--- src/hdl/nand_host_pkg.sv ---
// constants for the host controller that sequences a nand flash part over its pins
package nand_host_pkg;

   // ------------------------------------------------------------
   // register byte offsets on the avalon slave
   // ------------------------------------------------------------
   localparam logic [3:0] OFS_CTRL   = 4'h0;
   localparam logic [3:0] OFS_CONFIG = 4'h4;
   localparam logic [3:0] OFS_STATUS = 4'h8;
   localparam logic [3:0] OFS_GUARD  = 4'hc;

   // ctrl fields: byte in [7:0], operation in [10:8]
   localparam int CTRL_BYTE_LSB = 0;
   localparam int CTRL_OP_LSB   = 8;
   // config fields
   localparam int CFG_WP_BIT    = 0;
   localparam int CFG_GATE_BIT  = 1;
   localparam logic [1:0] CFG_RESET = 2'h0;
   // status fields
   localparam int STS_BUSY_BIT  = 0;
   localparam int STS_RB_BIT    = 1;
   localparam int STS_REF_BIT   = 2;
   localparam int STS_DATA_LSB  = 8;
   // guard fields: block in [9:0], enable in bit 16
   localparam int GUARD_EN_BIT  = 16;

   // ------------------------------------------------------------
   // operations requested through ctrl
   // ------------------------------------------------------------
   localparam logic [2:0] OP_CMD      = 3'h0;
   localparam logic [2:0] OP_ADDR     = 3'h1;
   localparam logic [2:0] OP_DIN      = 3'h2;
   localparam logic [2:0] OP_DOUT     = 3'h3;
   localparam logic [2:0] OP_WAIT     = 3'h4;
   localparam logic [2:0] OP_DESELECT = 3'h5;

   // ------------------------------------------------------------
   // command codes of the flash
   // ------------------------------------------------------------
   localparam logic [7:0] CMD_READ_LO  = 8'h00;
   localparam logic [7:0] CMD_READ_HI  = 8'h01;
   localparam logic [7:0] CMD_PROGRAM  = 8'h10;
   localparam logic [7:0] CMD_SPARE    = 8'h50;
   localparam logic [7:0] CMD_ERASE    = 8'h60;
   localparam logic [7:0] CMD_STATUS   = 8'h70;
   localparam logic [7:0] CMD_CONFIRM  = 8'hd0;
   localparam logic [7:0] CMD_RESET    = 8'hff;
   localparam logic [1:0] PROG_LIMIT   = 2'h2;

   // ------------------------------------------------------------
   // pin timing at a 4 ns clock
   // ------------------------------------------------------------
   localparam int CLK_PERIOD_PS = 4000;
   localparam int T_WP_NS       = 25;   // write strobe low
   localparam int T_HIGH_NS     = 25;   // strobe high, covers 50 ns cycle
   localparam int T_REA_NS      = 35;   // read_access_delay
   localparam int T_WB_NS       = 100;  // write high to busy
   localparam int SYNC_STAGES   = 2;

   // least time in ns to whole cycles, never below one
   function automatic logic [4:0] ns_to_cyc(input int ns);
      int c;
      c = (ns * 1000 + CLK_PERIOD_PS - 1) / CLK_PERIOD_PS;
      if (c < 1) begin
         c = 1;
      end
      return c[4:0];
   endfunction : ns_to_cyc

   localparam logic [4:0] WP_CYC   = ns_to_cyc(T_WP_NS);
   localparam logic [4:0] HIGH_CYC = ns_to_cyc(T_HIGH_NS);
   localparam logic [4:0] RE_CYC   = ns_to_cyc(T_REA_NS) + 5'(SYNC_STAGES + 1);
   localparam logic [4:0] WB_CYC   = ns_to_cyc(T_WB_NS);

   typedef enum logic [2:0] {
      ST_IDLE, ST_WLOW, ST_RLOW, ST_HIGH, ST_WB, ST_READY
   } seq_state_type;

endpackage : nand_host_pkg

--- src/hdl/nand_host_ctrl.sv ---
// host controller that drives a nand flash through its pins under avalon-mm control
//
// Decided for this implementation: the address map and register access over Avalon-MM.
`timescale 1ns/1ps
module nand_host_ctrl (
   input  wire logic        clk,
   input  wire logic        rst_n,
   input  wire logic [3:0]  avs_address,
   input  wire logic        avs_read,
   input  wire logic        avs_write,
   input  wire logic [31:0] avs_writedata,
   output logic      [31:0] avs_readdata,
   output logic             avs_waitrequest,
   output logic             cle,
   output logic             ale,
   output logic             chip_select_n,
   output logic             write_strobe_n,
   output logic             read_strobe_n,
   output logic             spare_region_gate_n,
   output logic             write_protect_n,
   output logic      [7:0]  io_out,
   output logic             io_oe,
   input  wire logic [7:0]  io_in,
   input  wire logic        ready_busy_in
);

   // ------------------------------------------------------------
   // synchronisers for pins from the flash
   // ------------------------------------------------------------
   logic [7:0] io_s1_q, io_s2_q;
   logic       rb_s1_q, rb_s2_q;

   // two flops on the data bus and on ready/busy
   always_ff @(posedge clk) begin
      if (!rst_n) begin
         io_s1_q <= 8'h00;
         io_s2_q <= 8'h00;
         rb_s1_q <= 1'b1;
         rb_s2_q <= 1'b1;
      end else begin
         io_s1_q <= io_in;
         io_s2_q <= io_s1_q;
         rb_s1_q <= ready_busy_in;   // released line reads high via pull-up
         rb_s2_q <= rb_s1_q;
      end
   end

   // ------------------------------------------------------------
   // controller state
   // ------------------------------------------------------------
   nand_host_pkg::seq_state_type state_q, state_d;
   logic [4:0]  cnt_q, cnt_d;
   logic        wait_q, wait_d;
   logic [31:0] rdata_q, rdata_d;
   logic [1:0]  cfg_q, cfg_d;
   logic [10:0] guard_q, guard_d;
   logic        refused_q, refused_d;
   logic [7:0]  rbyte_q, rbyte_d;
   logic [7:0]  last_cmd_q, last_cmd_d;
   logic [1:0]  addr_idx_q, addr_idx_d;
   logic [13:0] row_q, row_d, prog_row_q, prog_row_d;
   logic [1:0]  prog_cnt_q, prog_cnt_d;
   logic        cle_q, cle_d, ale_q, ale_d, cs_n_q, cs_n_d;
   logic        we_n_q, we_n_d, re_n_q, re_n_d;
   logic [7:0]  io_q, io_d;
   logic        oe_q, oe_d;

   logic       acc, wr_ctrl, reject;
   logic [7:0] wbyte;
   logic [2:0] wop;
   logic       guard_hit;

   // bus decode, refusal checks and the pin sequencer
   always_comb begin
      state_d    = state_q;
      cnt_d      = cnt_q;
      rdata_d    = rdata_q;
      cfg_d      = cfg_q;
      guard_d    = guard_q;
      refused_d  = refused_q;
      rbyte_d    = rbyte_q;
      last_cmd_d = last_cmd_q;
      addr_idx_d = addr_idx_q;
      row_d      = row_q;
      prog_row_d = prog_row_q;
      prog_cnt_d = prog_cnt_q;
      cle_d      = cle_q;
      ale_d      = ale_q;
      cs_n_d     = cs_n_q;
      we_n_d     = we_n_q;
      re_n_d     = re_n_q;
      io_d       = io_q;
      oe_d       = oe_q;
      // one wait cycle, then a single ready cycle per access
      wait_d  = !((avs_read || avs_write) && wait_q);
      acc     = !wait_q && (avs_read || avs_write);
      wbyte   = avs_writedata[nand_host_pkg::CTRL_BYTE_LSB +: 8];
      wop     = avs_writedata[nand_host_pkg::CTRL_OP_LSB +: 3];
      wr_ctrl = acc && avs_write && (avs_address == nand_host_pkg::OFS_CTRL);
      // block zero is never fenced off by the guard
      guard_hit = guard_q[nand_host_pkg::GUARD_EN_BIT - 6] && (row_q[13:4] == guard_q[9:0])
                  && (row_q[13:4] != 10'h000);
      reject = 1'b0;
      if (state_q != nand_host_pkg::ST_IDLE) begin
         reject = 1'b1;
      end else if (wop == nand_host_pkg::OP_CMD) begin
         if (!rb_s2_q && (wbyte != nand_host_pkg::CMD_STATUS)
             && (wbyte != nand_host_pkg::CMD_RESET)) begin
            reject = 1'b1;   // flash still busy
         end
         if ((wbyte == nand_host_pkg::CMD_SPARE) && cfg_q[nand_host_pkg::CFG_GATE_BIT]) begin
            reject = 1'b1;   // spare read needs gate low
         end
         if (((wbyte == nand_host_pkg::CMD_PROGRAM) || (wbyte == nand_host_pkg::CMD_CONFIRM))
             && guard_hit) begin
            reject = 1'b1;   // marked-bad block
         end
         if ((wbyte == nand_host_pkg::CMD_PROGRAM) && (row_q == prog_row_q)
             && (prog_cnt_q == nand_host_pkg::PROG_LIMIT)) begin
            reject = 1'b1;   // partial program limit
         end
      end
      // register writes
      if (acc && avs_write) begin
         unique case (avs_address)
            nand_host_pkg::OFS_CONFIG: cfg_d = avs_writedata[1:0];
            nand_host_pkg::OFS_GUARD: guard_d = {avs_writedata[nand_host_pkg::GUARD_EN_BIT],
                                                 avs_writedata[9:0]};
            nand_host_pkg::OFS_STATUS: begin
               if (avs_writedata[nand_host_pkg::STS_REF_BIT]) begin
                  refused_d = 1'b0;
               end
            end
            default: ;
         endcase
      end
      // register reads, unmapped offsets read zero
      if (avs_read && wait_q) begin
         rdata_d = 32'h0000_0000;
         unique case (avs_address)
            nand_host_pkg::OFS_CONFIG: rdata_d[1:0] = cfg_q;
            nand_host_pkg::OFS_GUARD: rdata_d = {15'h0000, guard_q[10], 6'h00, guard_q[9:0]};
            nand_host_pkg::OFS_STATUS: begin
               rdata_d[nand_host_pkg::STS_BUSY_BIT] = (state_q != nand_host_pkg::ST_IDLE);
               rdata_d[nand_host_pkg::STS_RB_BIT] = rb_s2_q;
               rdata_d[nand_host_pkg::STS_REF_BIT] = refused_q;
               rdata_d[nand_host_pkg::STS_DATA_LSB +: 8] = rbyte_q;
            end
            default: ;
         endcase
      end
      // start an accepted operation
      if (wr_ctrl && !reject) begin
         cnt_d = nand_host_pkg::WP_CYC;
         unique case (wop)
            nand_host_pkg::OP_CMD, nand_host_pkg::OP_ADDR, nand_host_pkg::OP_DIN: begin
               cs_n_d = 1'b0;                                   // select the part
               cle_d  = (wop == nand_host_pkg::OP_CMD);
               ale_d  = (wop == nand_host_pkg::OP_ADDR);
               we_n_d = 1'b0;                                   // latches low for data
               io_d   = wbyte;
               oe_d   = 1'b1;
               state_d = nand_host_pkg::ST_WLOW;
            end
            nand_host_pkg::OP_DOUT: begin
               cs_n_d = 1'b0;
               cle_d  = 1'b0;
               ale_d  = 1'b0;
               oe_d   = 1'b0;                                   // flash drives the bus
               re_n_d = 1'b0;                                   // one read toggle per byte
               cnt_d  = nand_host_pkg::RE_CYC;
               state_d = nand_host_pkg::ST_RLOW;
            end
            nand_host_pkg::OP_WAIT: begin
               cnt_d = nand_host_pkg::WB_CYC;
               state_d = nand_host_pkg::ST_WB;
            end
            nand_host_pkg::OP_DESELECT: begin
               cs_n_d = 1'b1;                                   // abandons a read
               cle_d  = 1'b0;
               ale_d  = 1'b0;
            end
            default: ;
         endcase
         // track the command and address cycles
         if (wop == nand_host_pkg::OP_CMD) begin
            last_cmd_d = wbyte;
            addr_idx_d = 2'h0;
            if (wbyte == nand_host_pkg::CMD_CONFIRM) begin
               prog_cnt_d = 2'h0;                               // erase resets the count
            end
            if (wbyte == nand_host_pkg::CMD_PROGRAM) begin
               prog_row_d = row_q;
               prog_cnt_d = (row_q == prog_row_q) ? prog_cnt_q + 2'h1 : 2'h1;
            end
         end
         if (wop == nand_host_pkg::OP_ADDR) begin
            // erase skips the column cycle
            if (last_cmd_q == nand_host_pkg::CMD_ERASE) begin
               if (addr_idx_q == 2'h0) begin
                  row_d[7:0] = wbyte;
               end else if (addr_idx_q == 2'h1) begin
                  row_d[13:8] = wbyte[5:0];
               end
            end else begin
               if (addr_idx_q == 2'h1) begin
                  row_d[7:0] = wbyte;
               end else if (addr_idx_q == 2'h2) begin
                  row_d[13:8] = wbyte[5:0];
               end
            end
            if (addr_idx_q != 2'h3) begin
               addr_idx_d = addr_idx_q + 2'h1;
            end
         end
      end
      if (wr_ctrl && reject) begin
         refused_d = 1'b1;   // a new refusal beats a clear
      end
      // pin sequencer
      unique case (state_q)
         nand_host_pkg::ST_IDLE: ;
         nand_host_pkg::ST_WLOW: begin
            cnt_d = cnt_q - 5'h01;
            if (cnt_q == 5'h01) begin
               we_n_d = 1'b1;                                   // latching edge
               cnt_d = nand_host_pkg::HIGH_CYC;
               state_d = nand_host_pkg::ST_HIGH;
            end
         end
         nand_host_pkg::ST_RLOW: begin
            cnt_d = cnt_q - 5'h01;
            if (cnt_q == 5'h01) begin
               rbyte_d = io_s2_q;
               re_n_d = 1'b1;
               cnt_d = nand_host_pkg::HIGH_CYC;
               state_d = nand_host_pkg::ST_HIGH;
            end
         end
         nand_host_pkg::ST_HIGH: begin
            cnt_d = cnt_q - 5'h01;
            if (cnt_q == 5'h01) begin
               cle_d = 1'b0;
               ale_d = 1'b0;
               oe_d = 1'b0;
               state_d = nand_host_pkg::ST_IDLE;
            end
         end
         nand_host_pkg::ST_WB: begin
            cnt_d = cnt_q - 5'h01;
            if (cnt_q == 5'h01) begin
               state_d = nand_host_pkg::ST_READY;
            end
         end
         nand_host_pkg::ST_READY: begin
            if (rb_s2_q) begin
               state_d = nand_host_pkg::ST_IDLE;             // ready again
            end
         end
      endcase
   end

   // register every piece of controller state
   always_ff @(posedge clk) begin
      if (!rst_n) begin
         state_q    <= nand_host_pkg::ST_IDLE;
         cnt_q      <= 5'h00;
         wait_q     <= 1'b1;
         rdata_q    <= 32'h0000_0000;
         cfg_q      <= nand_host_pkg::CFG_RESET;
         guard_q    <= 11'h000;
         refused_q  <= 1'b0;
         rbyte_q    <= 8'h00;
         last_cmd_q <= 8'h00;
         addr_idx_q <= 2'h0;
         row_q      <= 14'h0000;
         prog_row_q <= 14'h0000;
         prog_cnt_q <= 2'h0;
         cle_q      <= 1'b0;
         ale_q      <= 1'b0;
         cs_n_q     <= 1'b1;
         we_n_q     <= 1'b1;
         re_n_q     <= 1'b1;
         io_q       <= 8'h00;
         oe_q       <= 1'b0;
      end else begin
         state_q    <= state_d;
         cnt_q      <= cnt_d;
         wait_q     <= wait_d;
         rdata_q    <= rdata_d;
         cfg_q      <= cfg_d;
         guard_q    <= guard_d;
         refused_q  <= refused_d;
         rbyte_q    <= rbyte_d;
         last_cmd_q <= last_cmd_d;
         addr_idx_q <= addr_idx_d;
         row_q      <= row_d;
         prog_row_q <= prog_row_d;
         prog_cnt_q <= prog_cnt_d;
         cle_q      <= cle_d;
         ale_q      <= ale_d;
         cs_n_q     <= cs_n_d;
         we_n_q     <= we_n_d;
         re_n_q     <= re_n_d;
         io_q       <= io_d;
         oe_q       <= oe_d;
      end
   end

   // ------------------------------------------------------------
   // outputs, all straight from flops
   // ------------------------------------------------------------
   assign avs_readdata        = rdata_q;
   assign avs_waitrequest     = wait_q;
   assign cle                 = cle_q;
   assign ale                 = ale_q;
   assign chip_select_n       = cs_n_q;
   assign write_strobe_n      = we_n_q;
   assign read_strobe_n       = re_n_q;
   assign spare_region_gate_n = cfg_q[nand_host_pkg::CFG_GATE_BIT];
   assign write_protect_n     = cfg_q[nand_host_pkg::CFG_WP_BIT];
   assign io_out              = io_q;
   assign io_oe               = oe_q;

endmodule : nand_host_ctrl

--- config.mk ---
export PLATFORM = sky130hd
export DESIGN_NAME = nand_host_ctrl
export DESIGN_NICKNAME = d
export VERILOG_FILES = /design/src/hdl/nand_host_pkg.sv /design/src/hdl/nand_host_ctrl.sv
export SDC_FILE = /design/constraint.sdc
export NUM_CORES = 1
export LEC_CHECK = 0
export BUFFER_PORTS_ARGS = -buffer_cell sky130_fd_sc_hd__buf_2
export CORE_ASPECT_RATIO = 1.25
export CORE_MARGIN = 2
export CORE_UTILIZATION = 50
export CTS_CLUSTER_SIZE = 14
export DETAILED_ROUTE_END_ITERATION = 16
export PLACE_DENSITY = 0.75
export SETUP_SLACK_MARGIN = 0.1
export SYNTH_ARGS = -nofsm -noshare
export SYNTH_HDL_FRONTEND = slang
export SYNTH_SLANG_ARGS = --single-unit
--- constraint.sdc ---
create_clock -name clk -period 2.5 [get_ports clk]
set_clock_uncertainty 0.1 [all_clocks]
set_input_delay 0 -clock clk [delete_from_list [all_inputs] [get_ports clk]]
set_output_delay 0 -clock clk [all_outputs]
set_load 0.02 [all_outputs]
==> impl_metrics.sql <==
INSERT INTO impl_metrics (metric_group, metric, value, unit) VALUES
('status', 'run_status', 'complete, but fails checks', ''),
('status', 'violations_in_the_final_reports', 'negative setup slack', ''),
('worst_hold_path', 'hold_path_class', 'input port to flip-flop', ''),
('worst_hold_path', 'hp-start', 'avs_writedata[0]', ''),
('logic_synthesis', 'ys_top_cells_by_area', 'sky130_fd_sc_hd__dfxtp_1 (43%), sky130_fd_sc_hd__mux2i_1 (11%), sky130_fd_sc_hd__nor2b_1 (8.0%)', ''),
('pwr', 'peakVddDrop', '0.5912', 'mV'),
('logic_synthesis', 'post_synth_num_cell_types', '67', ''),
('clock_tree', 'ctsRootBufferMaster', 'sky130_fd_sc_hd__clkbuf_16', ''),
('flow_run', 'drv.max_cap_violation_count', '0', ''),
('cells_and_area', 'num_antenna_cells', '0', ''),
('timing', 'report.final.hold_viol_count', '0', ''),
('logic_synthesis', 'share_of_the_synthesized_area_in_the_top_cell_type', '43.19', '%'),
('global_route', 'pin_count_of_the_biggest_net_entering_global_routing', '113', ''),
('routing', 'route.final.wire_length', '16340', 'um'),
('pwr', 'static-leakage-power', '0.003103', 'uW'),
('setup_path', 'critPathLaunchType', 'flip-flop', ''),
('setup_path', 'critical_path_class', 'flip-flop to flip-flop', ''),
('die', 'core-area', '0.01098', 'mm^2'),
('timing', 'rsz_0062_raised_after_global_routing', 'yes', ''),
('global_route', 'antenna_found_initial', '0', ''),
('setup_path', 'rrSetupSlack', '-100', 'ps'),
('logic_synthesis', 'synth.avg_cell_area', '9.572', 'um^2'),
('logic_synthesis', 'netlist_area', '0.005562', 'mm^2'),
('setup_path', 'worstSetupStartpoint', 'prog_row_q[5]$_SDFFE_PN0P_', ''),
('logic_synthesis', 'synthCells', '581', ''),
('worst_hold_path', 'min_delay_path_depth', '4', ''),
('cells_and_area', 'layout.core_utilization', '70.98', '%'),
('cells_and_area', 'share_of_final_layout_standard_cells_stronger_than_drive_strength_1', '32.93', '%'),
('global_route', 'grt_usage', '24.40', '%'),
('routing', 'route.vias.total', '4942', ''),
('logic_synthesis', 'synth-seq-cells', '120', ''),
('routing', 'ant_nets', '0', ''),
('placed_design', 'place.port_buffers', '62', ''),
('routing', 'drc', '0', ''),
('global_route', 'vias_in_the_first_global_route', '4725', ''),
('timing', 'postLayoutSetupSlackWorst', '-104.2', 'ps'),
('cells_and_area', 'sequential_cell_area', '0.002425', 'mm^2'),
('timing', 'finalSetupTns', '-747.3', 'ps'),
('logic_synthesis', 'synth_edf_count', '0', ''),
('die', 'die_area', '0.01199', 'mm^2'),
('cells_and_area', 'finalNetCount', '779', ''),
('die', 'overall_die_width', '98.33', 'um'),
('logic_synthesis', 'share_of_flip_flops_with_an_asynchronous_set_or_reset', '0', '%'),
('setup_path', 'worstReg2RegStart', 'prog_row_q[5]$_SDFFE_PN0P_', ''),
('cells_and_area', 'num-fill-cells', '740', ''),
('clock_tree', 'clk_transition_reported_paths', '60', 'ps'),
('clock_tree', 'ctsLongestPathBuffers', '2', ''),
('timing', 'timing.final.setup_violations', '25', ''),
('placed_design', 'gpl.final_weighted_congestion', '0.8668', ''),
('timing', 'achievable_freq', '384.0', 'MHz'),
('timing', 'timing.final.crit_share', '104.2', '%'),
('global_route', 'grt_first_pass_wirelength', '23410', 'um'),
('placed_design', 'dp_hpwl', '9337', 'um'),
('setup_path', 'crit_required', '2700', 'ps'),
('global_route', 'overflow', '0', ''),
('cells_and_area', 'area_used_by_multi_input_combinational_logic', '0.003284', 'mm^2'),
('routing', 'drt_iter0_drc', '330', ''),
('setup_path', 'r2r_end', 'cnt_q[1]$_SDFFE_PN0P_', ''),
('die', 'boundaryPins', '98', ''),
('logic_synthesis', 'synth_sequential_area_ratio', '43.19', '%'),
('logic_synthesis', 'synth-warning-count', '0', ''),
('cells_and_area', 'area_delta_synth_final', '40.07', '%'),
('clock_tree', 'clkSinkCount', '120', ''),
('die', 'starting_density_of_the_core', '50.67', '%'),
('setup_path', 'worstPathArrival', '2810', 'ps'),
('timing', 'min_period', '2604', 'ps'),
('setup_path', 'critical_path.max_fanout', '5', ''),
('die', 'floorplan.rows', '43', ''),
('logic_synthesis', 'synth_commonest_cells', 'sky130_fd_sc_hd__dfxtp_1 (120), sky130_fd_sc_hd__nor2b_1 (71), sky130_fd_sc_hd__mux2i_1 (59)', ''),
('die', 'floorplan.die.height', '121.9', 'um'),
('logic_synthesis', 'postSynth.topFlopCell', 'sky130_fd_sc_hd__dfxtp_1', '');
==> timing repair <==
action	in CTS	in global routing
endpoints found under the hold margin	60	0
pin swaps	8	17
gates resized for setup	27	74
endpoints found under the setup margin	35	61
hold buffers	28	0
buffers inserted	5	8
cloned	1	3
==> logic make-up (layout without fill, tap and decap cells) <==
family / Yosys count / after routing / share of synthesized area [%]
AND/OR/NAND/NOR: 227 / 227 / 23.94
flip-flops: 120 / 120 / 43.19
AO/OA/AOI/OAI: 82 / 82 / 10.60
multiplexers: 60 / 60 / 10.82
buffers and inverters: 57 / 197 / 5.534
XOR/XNOR: 26 / 26 / 4.095
adder cells (fa/ha/maj): 8 / 8 / 1.755
other: 1 / 15 / 0.06743
==> state kept, by name, indices dropped and copies added (netlist names), 2 cells and up <==
| signal | count |
|---|---|
| row_q | 14 |
| cfg_q | 2 |
| io_out | 8 |
| io_s2_q | 8 |
| guard_q | 11 |
| addr_idx_q | 2 |
| last_cmd_q | 8 |
| io_s1_q | 8 |
| prog_row_q | 14 |
| cnt_q | 5 |
| rbyte_q | 8 |
| state_q | 3 |
| avs_readdata | 17 |
| prog_cnt_q | 2 |
==> area by class of cell <==
class	count	area share (%)
repair buffers	159	16.01
well taps	135	2.168
clock inverters	11	2.200
clock buffers	20	5.991
flip-flops and latches	120	31.13
inverters	7	0.3373
multi-input cells	418	42.16
==> layout by cell type, fill, tap and decap left out, drive strengths merged, types with 6 or more instances in the layout <==
cell type / instances
nand4: 10
clkbuf: 22
and2: 18
nor3: 16
nor2b: 71
a22oi: 16
buf: 129
o21ai: 22
mux2i: 59
nand2: 44
xnor2: 25
inv: 7
a21oi: 10
dlygate4sd3: 28
nand3: 21
conb: 15
nor2: 12
a21boi: 6
dfxtp: 120
ha: 7
==> per-layer routing <==
| layer | track usage [%] | up-vias | part of all wire (%) |
|---|---|---|---|
| met5 | 0 | - | 0 |
| met4 | 11.13 | 0 | 3.9 |
| met3 | 6.426 | 61 | 5.0 |
| met2 | 42.43 | 186 | 52 |
| met1 | 28.06 | 2405 | 39 |
| li1 | - | 2290 | - |
==> worst max-delay path, stage by stage, from the launching register on <==
cell and delay [ps]:
sky130_fd_sc_hd__dfxtp_1 500, sky130_fd_sc_hd__xnor2_4 180, sky130_fd_sc_hd__nand4_1 180, sky130_fd_sc_hd__nor4_4 340
sky130_fd_sc_hd__nand2_2 130, sky130_fd_sc_hd__buf_6 140, sky130_fd_sc_hd__a2111oi_4 440, sky130_fd_sc_hd__buf_4 220
sky130_fd_sc_hd__mux2i_1 200, sky130_fd_sc_hd__nand2_1 70
==> where the power goes <==
part | internal (uW) | switching [uW]
logic | 118 | 161
clock network | 1740 | 899
registers | 1930 | 7.13
total | 3790 | 1070
==> through the flow <==
| step | setup WS, ps | power, uW | cell area (um^2) | cells |
|---|---|---|---|---|
| after floorplan | 92.66 | 2134 | 5648 | 595 |
| after global placement | 17.71 | 2194 | 6311 | 794 |
| after detailed placement | -48.32 | 2198 | 6311 | 794 |
| after CTS | 23.74 | 4824 | 7392 | 859 |
| after global routing | -174.0 | 4968 | 7790 | 870 |
| final | -104.2 | 4854 | 7790 | 870 |
==> worst max-delay path by stage <==
stage                                 endpoint  cells past startpoint
floorplan                cnt_q[0]$_SDFFE_PN0P_                      7
global placement         cnt_q[4]$_SDFFE_PN0P_                      9
detailed placement  addr_idx_q[1]$_SDFFE_PN0N_                      8
CTS                 addr_idx_q[1]$_SDFFE_PN0N_                      8
global route             cnt_q[1]$_SDFFE_PN0P_                      9
finish                   cnt_q[1]$_SDFFE_PN0P_                      9
Note: power is estimated with default switching activity, not from simulation.
